--- src/verilog/mhd_defines.svh ---
// constants for the mic insert / hook switch event block
// assumes a 50 MHz system clock
`ifndef MHD_DEFINES_SVH
`define MHD_DEFINES_SVH
`define MHD_CLK_MHZ         50
`define MHD_SAMPLE_NS       1000
`define MHD_SAMPLE_CYC      (((`MHD_SAMPLE_NS * `MHD_CLK_MHZ) + 999) / 1000)
`define MHD_HOOK_SAMPLES    10
`define MHD_INSERT_SAMPLES  10
`define MHD_ADDR_STATUS     4'h0
`define MHD_ADDR_MASK       4'h1
`define MHD_ADDR_CTRL       4'h2
`define MHD_ADDR_STATE      4'h3
`define MHD_BIT_INSERT      0
`define MHD_BIT_HOOK        1
`define MHD_CTRL_RST        8'h00
`define MHD_MASK_RST        8'h00
`define MHD_GPIO_SEL_INSERT 1'b0
`endif

--- src/verilog/mhd_pkg.sv ---
// types for the mic insert / hook switch event block
// assumes mhd_defines.svh constants alongside
package mhd_pkg;
  typedef enum logic [1:0] {
    mhd_st_idle,
    mhd_st_count,
    mhd_st_settled
  } mhd_filt_t;
endpackage : mhd_pkg

--- src/verilog/mhd_events.sv ---
// mic insert and hook switch debounce with sticky event flags
// assumes comparator inputs synchronous to clk, host on a simple port
//
// Chosen here: the strobed register port and the address map.
`include "mhd_defines.svh"
module mhd_events (
  // clock and reset
  input  wire logic       clk,
  input  wire logic       arst_n,
  // comparator samples
  input  wire logic       mic_present_raw,
  input  wire logic       hook_above_raw,
  // register port
  input  wire logic [3:0] addr,
  input  wire logic [7:0] wdata,
  input  wire logic       wr,
  input  wire logic       rd,
  output logic      [7:0] rdata,
  // outputs
  output logic            irq,
  output logic            gpio_state
);
  localparam int SCW = 6;
  localparam logic [SCW-1:0] SAMPLE_LAST = SCW'(`MHD_SAMPLE_CYC - 1);

  logic [SCW-1:0] sample_cnt;
  logic           sample_tick;
  logic [1:0]     raw_in;
  logic [1:0]     steady;
  logic [3:0]     run_cnt [2];
  mhd_pkg::mhd_filt_t filt_st [2];
  logic [1:0]     status;
  logic [1:0]     mask;
  logic           insert_detect_polarity;
  logic           hook_detect_polarity;
  logic           gpio_sel;
  logic [1:0]     polarity;
  logic [1:0]     match;
  logic [1:0]     match_q;
  logic [1:0]     event_set;

  // sample strobe for both debounce filters
  assign sample_tick = (sample_cnt == SAMPLE_LAST);
  always_ff @(posedge clk or negedge arst_n) begin
    if (!arst_n) begin
      sample_cnt <= '0;
    end else begin
      sample_cnt <= sample_tick ? '0 : sample_cnt + SCW'(1);
    end
  end

  assign raw_in[`MHD_BIT_INSERT] = mic_present_raw;
  assign raw_in[`MHD_BIT_HOOK]   = hook_above_raw;

  function automatic logic [3:0] mhd_limit(input int idx);
    return (idx == `MHD_BIT_HOOK) ? 4'(`MHD_HOOK_SAMPLES) : 4'(`MHD_INSERT_SAMPLES);
  endfunction : mhd_limit

  // debounce: steady changes after limit consecutive differing samples
  for (genvar i = 0; i < 2; i++) begin : g_filt
    logic differ;
    logic [3:0] next_cnt;
    assign differ   = raw_in[i] != steady[i];
    assign next_cnt = run_cnt[i] + 4'h1;
    always_ff @(posedge clk or negedge arst_n) begin
      if (!arst_n) begin
        run_cnt[i] <= 4'h0;
        steady[i]  <= 1'b0;
        filt_st[i] <= mhd_pkg::mhd_st_idle;
      end else if (sample_tick) begin
        case (filt_st[i])
          mhd_pkg::mhd_st_idle: begin
            if (differ) begin
              run_cnt[i] <= 4'h1;
              filt_st[i] <= mhd_pkg::mhd_st_count;
            end
          end
          mhd_pkg::mhd_st_count: begin
            if (!differ) begin
              run_cnt[i] <= 4'h0;
              filt_st[i] <= mhd_pkg::mhd_st_idle;
            end else if (next_cnt == mhd_limit(i)) begin
              run_cnt[i] <= 4'h0;
              steady[i]  <= raw_in[i];
              filt_st[i] <= mhd_pkg::mhd_st_settled;
            end else begin
              run_cnt[i] <= next_cnt;
            end
          end
          mhd_pkg::mhd_st_settled: begin
            // a new run may start on the very next sample
            if (differ) begin
              run_cnt[i] <= 4'h1;
              filt_st[i] <= mhd_pkg::mhd_st_count;
            end else begin
              filt_st[i] <= mhd_pkg::mhd_st_idle;
            end
          end
          default: begin
            filt_st[i] <= mhd_pkg::mhd_st_idle;
          end
        endcase
      end
    end
  end

  // polarity names the level armed from: event when steady leaves it
  assign polarity  = {hook_detect_polarity, insert_detect_polarity};
  assign match     = steady ^ polarity;
  assign event_set = match & ~match_q;

  // register decode
  logic wr_mask, wr_ctrl, rd_status;
  assign wr_mask   = wr && (addr == `MHD_ADDR_MASK);
  assign wr_ctrl   = wr && (addr == `MHD_ADDR_CTRL);
  assign rd_status = rd && (addr == `MHD_ADDR_STATUS);

  always_ff @(posedge clk or negedge arst_n) begin
    if (!arst_n) begin
      match_q <= 2'b11;
      status  <= 2'b00;
    end else begin
      match_q <= match;
      // set wins over read clear
      status  <= (rd_status ? 2'b00 : status) | event_set;
    end
  end

  always_ff @(posedge clk or negedge arst_n) begin
    if (!arst_n) begin
      mask                   <= 2'(`MHD_MASK_RST);
      insert_detect_polarity <= 1'b0;
      hook_detect_polarity   <= 1'b0;
      gpio_sel               <= `MHD_GPIO_SEL_INSERT;
    end else begin
      if (wr_mask) mask <= wdata[1:0];
      if (wr_ctrl) begin
        insert_detect_polarity <= wdata[0];
        hook_detect_polarity   <= wdata[1];
        gpio_sel               <= wdata[2];
      end
    end
  end

  logic [7:0] next_rdata;
  always_comb begin
    case (addr)
      `MHD_ADDR_STATUS: next_rdata = {6'h00, status};
      `MHD_ADDR_MASK:   next_rdata = {6'h00, mask};
      `MHD_ADDR_CTRL:   next_rdata = {5'h00, gpio_sel, hook_detect_polarity,
                                      insert_detect_polarity};
      `MHD_ADDR_STATE:  next_rdata = {6'h00, steady};
      default:          next_rdata = 8'h00;
    endcase
  end

  always_ff @(posedge clk or negedge arst_n) begin
    if (!arst_n) begin
      rdata      <= 8'h00;
      gpio_state <= 1'b0;
    end else begin
      rdata      <= rd ? next_rdata : 8'h00;
      gpio_state <= gpio_sel ? steady[`MHD_BIT_HOOK] : steady[`MHD_BIT_INSERT];
    end
  end

  assign irq = |(status & mask);

  // checks
  // checker helper: samples since the hook input last changed
  logic       hook_last;
  logic [4:0] hook_same;
  always_ff @(posedge clk or negedge arst_n) begin
    if (!arst_n) begin
      hook_last <= 1'b0;
      hook_same <= 5'h00;
    end else if (sample_tick) begin
      hook_last <= hook_above_raw;
      if (hook_above_raw != hook_last) begin
        hook_same <= 5'h01;
      end else if (hook_same != 5'h1f) begin
        hook_same <= hook_same + 5'h01;
      end
    end
  end

  hook_press_run_a: assert property (@(posedge clk) disable iff (!arst_n)
    $rose(steady[1]) |-> hook_last && (hook_same >= 5'h0a)) else $error("hook press too early");
  hook_release_run_a: assert property (@(posedge clk) disable iff (!arst_n)
    $fell(steady[1]) |-> !hook_last && (hook_same >= 5'h0a)) else $error("hook release too early");
  hook_press_lag_a: assert property (@(posedge clk) disable iff (!arst_n)
    $rose(steady[1]) |-> $past(hook_above_raw)) else $error("hook rose without press");
  flag_sticky_a: assert property (@(posedge clk) disable iff (!arst_n)
    status[0] && !rd_status |=> status[0]) else $error("insert flag dropped");
  flag_set_a: assert property (@(posedge clk) disable iff (!arst_n)
    event_set[1] |=> status[1]) else $error("hook flag not set");
  gpio_follow_a: assert property (@(posedge clk) disable iff (!arst_n)
    !gpio_sel && $changed(steady[0]) |=> gpio_state == steady[0])
    else $error("gpio lag wrong");
  steady_hold_a: assert property (@(posedge clk) disable iff (!arst_n)
    !sample_tick |=> $stable(steady)) else $error("steady moved off tick");
  hook_ten_a: assert property (@(posedge clk) disable iff (!arst_n)
    run_cnt[1] <= 4'(`MHD_HOOK_SAMPLES)) else $error("hook count overrun");
  irq_mask_a: assert property (@(posedge clk) disable iff (!arst_n)
    wr_mask && (wdata[1:0] == 2'b00) |=> !irq) else $error("irq not masked");
  ins_sets_a: assert property (@(posedge clk) disable iff (!arst_n)
    $changed(steady[0]) |-> $past(mic_present_raw) == steady[0])
    else $error("insert state moved off sample");
  insert_cov: cover property (@(posedge clk) $rose(steady[0]));
  hook_cov: cover property (@(posedge clk) $rose(steady[1]));
  release_cov: cover property (@(posedge clk) $fell(steady[1]));
  irq_cov: cover property (@(posedge clk) $rose(irq));
endmodule : mhd_events

--- config.mk ---
export PLATFORM = sky130hd
export DESIGN_NAME = mhd_events
export DESIGN_NICKNAME = d
export VERILOG_FILES = /design/src/verilog/mhd_pkg.sv /design/src/verilog/mhd_events.sv
export VERILOG_INCLUDE_DIRS = /design/src /design/src/verilog
export SDC_FILE = /design/constraint.sdc
export NUM_CORES = 1
export LEC_CHECK = 0
export ABC_AREA = 1
export BUFFER_PORTS_ARGS = -buffer_cell sky130_fd_sc_hd__buf_2
export CAP_MARGIN = 20
export CORE_ASPECT_RATIO = 1.25
export CORE_MARGIN = 2
export CORE_UTILIZATION = 45
export CTS_BUF_LIST = sky130_fd_sc_hd__clkbuf_4 sky130_fd_sc_hd__clkbuf_8
export DETAILED_ROUTE_END_ITERATION = 12
export PLACE_DENSITY = 0.73
export SLEW_MARGIN = 20
export SYNTH_ARGS = -nofsm -noshare
export SYNTH_HDL_FRONTEND = slang
export SYNTH_SLANG_ARGS = --single-unit
--- constraint.sdc ---
create_clock -name clk -period 2.7 [get_ports clk]
set_input_delay 0.135 -clock clk [delete_from_list [all_inputs] [get_ports clk]]
set_output_delay 0.135 -clock clk [all_outputs]
set_load 0.005 [all_outputs]
==> summary.md, run 1 <==
• 42.85% — proportion of netlist area held by the largest area contributor
• 2 — maximum count of clock buffers along a single path
• 1.117 nW — Static Leakage
• 3816 um2 — area of the core
• 828.3 um2 — register area
• 1234 ps — pre-CTS setup slack
• 1 — hold_buf cts
• 28 — distinct cell type count after synthesis
• 17 — count of buffers inserted at the top-level ports
• 0 — setup-violating endpoint count in the final report
• 47.44% — effective utilization at floorplan
• 28 — I/O pin total
• sky130_fd_sc_hd__nand2_1 — Critical Path Most Common Cell
• 0 — post-CTS setup repair buffer count
• 1236 ps — setup slack of the critical path after layout
• 0 — number of gates resized after cts
• register — category of the worst setup path launch point
• 11.89% — synth-to-layout area growth
• 12 — highest fanout seen on the critical path
• sample_cnt[1]$_DFF_PN0_ — reg2reg start
• 0.8196 — Placer Congestion
• in2reg — kind of path behind the tightest hold check
• 1810 um2 — synthesized area
• 0 — max-cap viol count
• sky130_fd_sc_hd__dfrtp_1 43%, sky130_fd_sc_hd__nand2_1 16%, sky130_fd_sc_hd__inv_1 7.5%, sky130_fd_sc_hd__ha_1 4.1%, sky130_fd_sc_hd__nand3_1 3.9% — Synth area leaders
• 809.5 um2 — multi-input combinational cell area
• 0 — total count of max-transition violations in the final report
• 1464 ps — shortest period the worst path allows
• 34 — pin count of the biggest net entering global routing
• 2910 ps — worst path required time
• 45.75% — sequential share of the synthesized area
• sky130_fd_sc_hd__dfrtp_1 — Slowest cell on crit path
• 280 ps — worst skew pair latency
• 33 — Seq cells post-synth
• sky130_fd_sc_hd__dfrtp_1 — predominant post-synthesis flop cell
• sky130_fd_sc_hd__dfrtp_1 — cell type contributing the most total cell area after synthesis
• 410 ps — biggest cell delay along the critical path
• 0 — count of synthesis-stage warnings from yosys
• register — Critical Path Sink Type
• 10.02 um — mean routed wirelength per cell
• sample_cnt[1]$_DFF_PN0_ — worst setup path startpoint
• 4.614 ps — worst clock skew
• 1,496 — number of vias after detailed routing
• 713.4 ps — pin slew with the least headroom to its limit
• 0 — drt drc
• 54.21% — period utilization
• sky130_fd_sc_hd__clkbuf_8 — library cell used as clock root buffer
• 0.0003824 V — largest vdd supply drop
• 5.754 mm — global-route wire length before repair
• completed — status
• 4550 um2 — die footprint
• reg2reg — Setup CP Type
• sky130_fd_sc_hd__nand2_1 — most used standard cell by instance count after synthesis
• simple AND/OR/NAND/NOR gates — gate family responsible for the most delay along the worst path
• 74.92 um — Vert. Die Dim
• 0 — Final Hold Fails
• 0 — total inserted antenna cells
• 0 — post-route ant nets
• 37 — first-iteration detailed-routing DRC count
• 0 — initial antenna violation count
• 60.74 um — floorplan die width
• 4 — number of detailed-route iterations in the first pass
• 0 ps — Fin Setup TNS
• 239 — number of standard cells after synthesis
• 391 — number of fill cells
• 5 — number of CTS-inserted buffers
• 25 — Rows
• 497.1 nW/um2 — PD cells
• 1,339 — via count of the first global-routing pass
• 17.03% — overall global routing resource usage
• 15.21% — ratio of cells with drive above 1 in the final layout
• 33 — total clock sinks
• 52.44% — tightest slew margin relative to the limit
• 76 x sky130_fd_sc_hd__nand2_1, 36 x sky130_fd_sc_hd__inv_1, 31 x sky130_fd_sc_hd__dfrtp_1 — synth cell count leaders
• 3.176 mm — wire length after detailed routing
• 0 — total congestion overflow
• 0 — count of flip-flops with a built-in enable after synthesis
• 1 — number of buffers and inverters on the critical path
• 7.575 um2 — post-synthesis average cell area
• 70 ps — clk slew on worst S/H paths
• 1680 ps — endpoint arrival time on the critical path
• wdata[2] — Worst Hold Launch
• 683.3 MHz — maximum clock rate
• done — TritonCTS clock tree
• no — unrepaired setup endpoints after global routing
• 286 — net count of the finished layout
• 4.719 — Avg Vias per Cell
• 2 — H-tree level count
• inv_1, ha_1, nand2_1, nor2_4, nand2_1, nor2_2, nand2_1, o21ai_1 — cell chain of the critical path
• 2.394 mm — half-perimeter wire length of the detailed placement result
• 100.0% — Async SR Flop Fraction
## final timing paths
check,end,slack [ps],depth (start not counted)
setup / recovery,steady[1]$_DFFE_PN0P_,1240,8
hold / removal,gpio_sel$_DFFE_PN0P_,90,3
setup reg to reg,steady[1]$_DFFE_PN0P_,1240,8
hold reg to reg,filt_st[1]$_DFFE_PN0P_,480,2
max in group asynchronous,rdata[1]$_DFF_PN0_,1800,2
min in group asynchronous,run_cnt[2]$_DFFE_PN0P_,440,2
## report_power, final
group          internal, mW  switching (mW)
Combinational        0.0383          0.0542
Sequential            0.530          0.0205
Clock                 0.188           0.175
## state kept, by name (all words and copies together) (netlist names)
name and cells:
filt_st 4, status 2, insert_detect_polarity 1, rdata 3
hook_detect_polarity 1, mask 2, steady 2, gpio_sel 1
match_q 2, gpio_state 1, run_cnt 8, sample_cnt 6
## layout make-up
cell class	instances	area share (%)
sequential	33	40.89
clock buffer	6	3.768
multi-input combinational	167	39.96
tap	54	3.335
timing repair buffer	18	4.694
inverter	37	6.856
clock inverter	2	0.4941
## routing by layer
layer	share of wire, %	vias to the layer above	GRT usage, %
li1	-	787	-
met1	46	675	22.39
met2	48	29	26.52
met3	4.5	5	4.983
met4	1.5	0	6.522
met5	0	-	0
## cells by family after synthesis
family	synth area share, %
flip-flops	45.75
AO/OA/AOI/OAI	6.634
AND/OR/NAND/NOR	32.41
adder cells (fa/ha/maj)	4.146
other	0.2071
XOR/XNOR	0.4838
buffers and inverters	10.37
## tightest hold or removal path, cell delays in order
cell	delay, ps
sky130_fd_sc_hd__buf_2	80
sky130_fd_sc_hd__nand3_1	70
sky130_fd_sc_hd__nand2_1	60
## stage by stage
step | utilization (%) | area (um2) | cells | power [mW] | hold WS, ps
after floorplan | - | 1826 | 243 | 0.6130 | -160.6
after global placement | 50.56 | 1929 | 308 | 0.6503 | 234.6
after detailed placement | 50.56 | 1929 | 308 | 0.6532 | 235.9
after CTS | 53.08 | 2026 | 317 | 1.020 | 91.20
after global routing | 53.08 | 2026 | 317 | 1.066 | 92.24
final | 53.08 | 2026 | 317 | 1.007 | 94.06
## placed cells by master, fill, tap and decap left out, types with 2 or more instances in the layout
cell / n
sky130_fd_sc_hd__conb_1: 5
sky130_fd_sc_hd__nor2_2: 3
sky130_fd_sc_hd__clkinv_2: 2
sky130_fd_sc_hd__nand4_1: 8
sky130_fd_sc_hd__dfstp_2: 2
sky130_fd_sc_hd__a21oi_1: 5
sky130_fd_sc_hd__nor3_1: 2
sky130_fd_sc_hd__o21ai_0: 9
sky130_fd_sc_hd__nand3_1: 14
sky130_fd_sc_hd__nand2_2: 3
sky130_fd_sc_hd__inv_1: 36
sky130_fd_sc_hd__or2_2: 3
sky130_fd_sc_hd__o22ai_1: 2
sky130_fd_sc_hd__nand2_1: 76
sky130_fd_sc_hd__buf_2: 17
sky130_fd_sc_hd__clkbuf_8: 5
sky130_fd_sc_hd__o21ai_1: 4
sky130_fd_sc_hd__ha_1: 6
sky130_fd_sc_hd__or2_1: 2
sky130_fd_sc_hd__nor2_1: 18
sky130_fd_sc_hd__dfrtp_1: 31
Note: power is estimated with default switching activity, not from simulation.
==> run 2: changes to the inputs <==
ABC_AREA = 0   (was 1)
PLACE_DENSITY = 0.72   (was 0.73)
clock period = 1.42 ns   (was 2.7 ns; I/O delays follow)
==> run 2 against run 1 <==
Net effect: the run now ends with negative setup slack left; final cell count fell by 12%; non-clock buffer count rose by 39; first-iteration DRC count rose by 95%; sequential cell count did not move; combinational power rose by 140%; via count fell by 1.0%; clock skew rose by 4.4 ps; global-route usage rose by 2.4 points; cell area rose by 26%; critical path depth fell by 2; power rose by 120%.
==> summary.md, run 2 <==
• complete, but fails checks — status
• negative setup slack — violated checks
• 28 — I/O pin total, unchanged
• run_cnt — largest register by flop count
• 0 — post-route ant nets, unchanged
• 10.4% — logic gate share of total power, +1.2 points
• 2.186 mW — overall power consumption, +120%
• 523.9 uW — Switch Pwr, +110%
• 75.70 um — Vert. Die Dim, +1.0%
• 41.4% — part of the total power dissipated in the clock network, +5.3 points
• sample_cnt[1]$_DFF_PN0_ — reg2reg start
• 41.92% — proportion of netlist area held by the largest area contributor, -0.93 points
• 15.01% — area fraction in compound gates after synthesis, +8.4 points
• 1770 ps — endpoint arrival time on the critical path, +90 ps
• 2 — maximum count of clock buffers along a single path, unchanged
• 15 — setup-violating endpoint count in the final report, +15
• 0 — count of flip-flops with a built-in enable after synthesis, unchanged
• 17 — count of buffers inserted at the top-level ports, unchanged
• 5.289 — Avg Vias per Cell, +12%
• 0 — total inserted antenna cells, unchanged
• 629.1 MHz — maximum clock rate, -7.9%
• 100.0% — Async SR Flop Fraction, unchanged
• 1590 ps — shortest period the worst path allows, +126.0 ps
• 2 — Cells on Worst Hold Path, -1
• inv_2, ha_4, nand4b_4, nor4b_4, a21boi_2, mux2_4 — cell chain of the critical path
• 23.97% — switching part of the total power, -0.87 points
• 0 — Final Hold Fails, unchanged
• 18 — pin count of the biggest net entering global routing, -47%
• 11.22 um2 — post-synthesis average cell area, +48%
• 1600 ps — worst path required time, -1310 ps
• 4644 um2 — die footprint, +2.1%
• simple AND/OR/NAND/NOR gates — main combinational cell family by area after synthesis
• 31 x sky130_fd_sc_hd__buf_4, 29 x sky130_fd_sc_hd__dfrtp_1, 17 x sky130_fd_sc_hd__buf_2 — commonest cells after routing, fill and taps aside
• in2reg — kind of path behind the tightest hold check
• -169.6 ps — setup slack of the critical path after layout, -1406 ps
• 1,492 — via count of the first global-routing pass, +11%
• 33 — total clock sinks, unchanged
• gpio_sel$_DFFE_PN0P_ — Worst Hold End
• register — category of the worst setup path launch point
• 247 — net count of the finished layout, -14%
• 8 — max FFs per register, unchanged
• 8.452% — portion of netlist area occupied by mux cells, +8.5 points
• 4 — number of detailed-route iterations in the first pass, unchanged
• 45.87% — effective utilization at floorplan, -1.6 points
• 72 — first-iteration detailed-routing DRC count, +95%
• 0 — drt drc, unchanged
• sky130_fd_sc_hd__dfrtp_1 — most used standard cell by instance count after synthesis
• 48.2% — proportion of power drawn by flip-flops and latches, -6.5 points
• -170 ps — slack of the worst reg-to-reg path, -1410 ps
• 33 — Seq cells post-synth, unchanged
• 390 ps — biggest cell delay along the critical path, -20 ps
• steady[1]$_DFFE_PN0P_ — FF-to-FF End
• 1.662 mW — total internal power, +120%
• 80 ps — clk slew on worst S/H paths, about the same
• 0 — initial antenna violation count, unchanged
• sky130_fd_sc_hd__dfrtp_1 — predominant post-synthesis flop cell
• 4.047 mm — wire length after detailed routing, +27%
• run_cnt x8, sample_cnt x6, filt_st x4 — largest registers ranked by flip-flop count
• 2 — highest fanout seen on the critical path, -10
• register — Critical Path Sink Type
• 290 ps — worst skew pair latency, about the same
• 165 — number of standard cells after synthesis, -31%
• 856.0 nW/um2 — PD cells, +72%
• 14.45 um — mean routed wirelength per cell, +44%
• 1851 um2 — synthesized area, +2.2%
• 1,481 — number of vias after detailed routing, -1.0%
• sky130_fd_sc_hd__dfrtp_1 — cell type contributing the most total cell area after synthesis
• 4034 um2 — area of the core, +5.7%
• 0 — max-cap viol count, unchanged
• 0 — total count of max-transition violations in the final report, unchanged
• wdata[2] — Worst Hold Launch
• sky130_fd_sc_hd__dfrtp_1 — Slowest cell on crit path
• 61.36 um — floorplan die width, +1.0%
• 4.057% — share of synthesized cell area in full adder, half adder and majority cells, -0.090 points
• 49.11% — ratio of cells with drive above 1 in the final layout, +34 points
• 63.31% — Util after Layout, +10 points
• 2 — H-tree level count, unchanged
• 6.555 mm — global-route wire length before repair, +14%
• 9.038 ps — worst clock skew, +4.424 ps
• done — TritonCTS clock tree
• sky130_fd_sc_hd__buf_4 — commonest non-fill, non-tap cell in the layout
• yes — unrepaired setup endpoints after global routing
• 38.00% — synth-to-layout area growth
• 26 — Rows, +4.0%
• 6 — R2R depth, -2
• sky130_fd_sc_hd__clkbuf_8 — library cell used as clock root buffer
• 19.39% — overall global routing resource usage, +2.4 points
• reg2reg — Setup CP Type
• 261 — placed cell count, -15%
• 111.9% — period utilization, +58 points
• 46 — distinct cell type count after synthesis, +64%
• 44.76% — sequential share of the synthesized area, -0.99 points
• 5.680% — XOR/XNOR share of the synthesized area, +5.2 points
• 0.0005099 V — largest vdd supply drop, +33%
• -240.8 ps — pre-CTS setup slack, -1475 ps
• 280 — Final Instance Count excl. Fillers, -12%
• 5 — number of CTS-inserted buffers, unchanged
• 0.9019 — Placer Congestion, +10%
• 2.829 mm — half-perimeter wire length of the detailed placement result, +18%
• 0 — count of synthesis-stage warnings from yosys, unchanged
• 1.176 nW — Static Leakage, +5.3%
• sky130_fd_sc_hd__dfrtp_1 42%, sky130_fd_sc_hd__ha_1 4.1%, sky130_fd_sc_hd__mux2_2 3.7%, sky130_fd_sc_hd__dfstp_2 2.8%, sky130_fd_sc_hd__xnor2_1 2.8% — Synth area leaders
• 17.11% — area share of and/or/nand/nor cells after synthesis, -15 points
• 31 x sky130_fd_sc_hd__dfrtp_1, 13 x sky130_fd_sc_hd__nor2_1, 10 x sky130_fd_sc_hd__nand2_1 — synth cell count leaders
• 0 — total congestion overflow, unchanged
## run 2: worst max-delay path: cells and delay by family, from the launching register on
family	cells	cell delay, ps
AO/OA/AOI/OAI	1	220
adder cells (fa/ha/maj)	1	130
buffers and inverters	1	70
flip-flops	1	390
multiplexers	1	300
AND/OR/NAND/NOR	2	380
## run 2: what timing repair did
item                                   CTS  global route
pin swaps                                8            16
hold buffers                             1             0
endpoints found under the hold margin   14             0
setup endpoints to repair               13            19
gates resized for setup                 15            21
buffers inserted                         4             7
## run 2: how the worst max path moves through the flow
stage / start / end / slack (ps) / cells after the start
after floorplan: sample_cnt[1]$_DFF_PN0_ / steady[1]$_DFFE_PN0P_ / -190 / 6
after global placement: sample_cnt[1]$_DFF_PN0_ / steady[1]$_DFFE_PN0P_ / -180 / 6
after detailed placement: sample_cnt[1]$_DFF_PN0_ / steady[1]$_DFFE_PN0P_ / -240 / 6
after CTS: sample_cnt[1]$_DFF_PN0_ / steady[1]$_DFFE_PN0P_ / -220 / 6
after global routing: sample_cnt[1]$_DFF_PN0_ / run_cnt[3]$_DFFE_PN0P_ / -250 / 7
final: sample_cnt[1]$_DFF_PN0_ / steady[1]$_DFFE_PN0P_ / -170 / 6
## run 2: cell families (layout without fill, tap and decap cells)
family                   after synthesis  in the layout
buffers and inverters                 17             72
XOR/XNOR                              12             12
other                                  1              5
flip-flops                            33             33
AND/OR/NAND/NOR                       53             53
multiplexers                          12             12
AO/OA/AOI/OAI                         31             31
adder cells (fa/ha/maj)                6              6
## run 2: per-stage QoR
| step | hold WS [ps] | TNS [ps] | instance area [um2] |
|---|---|---|---|
| 6_report | 8.398 | -1596 | 2554 |
| 5_1_grt | 4.655 | -2960 | 2554 |
| 4_1_cts | 5.251 | -1621 | 2422 |
| 3_5_place_dp | 28.03 | -1333 | 2201 |
| 3_3_place_gp | 14.66 | -740.1 | 2201 |
| 2_1_floorplan | -224.6 | -448.8 | 1879 |
## run 2: cell type report
| cell class | count | area (um2) |
|---|---|---|
| clock inverters | 3 | 46.29 |
| inverters | 7 | 26.28 |
| clock buffers | 5 | 68.82 |
| multi-input cells | 119 | 1085 |
| flip-flops and latches | 33 | 830.8 |
| well taps | 56 | 70.07 |
| repair buffers | 57 | 426.7 |
| fillers | 356 | 1480 |
## run 2: routing by layer
metal	routed length, um	track usage [%]
met1	1591	20.76
met2	2177	34.75
met3	158	4.075
met4	120	10.87
met5	0	0
## run 2: power groups by stage
stage,Sequential (mW),Clock [mW],Combinational [mW]
2_1_floorplan,1.06,0,0.139
3_3_place_gp,1.07,0,0.213
3_5_place_dp,1.07,0,0.222
4_1_cts,1.05,0.923,0.226
5_1_grt,1.06,0.978,0.254
6_report,1.05,0.905,0.226
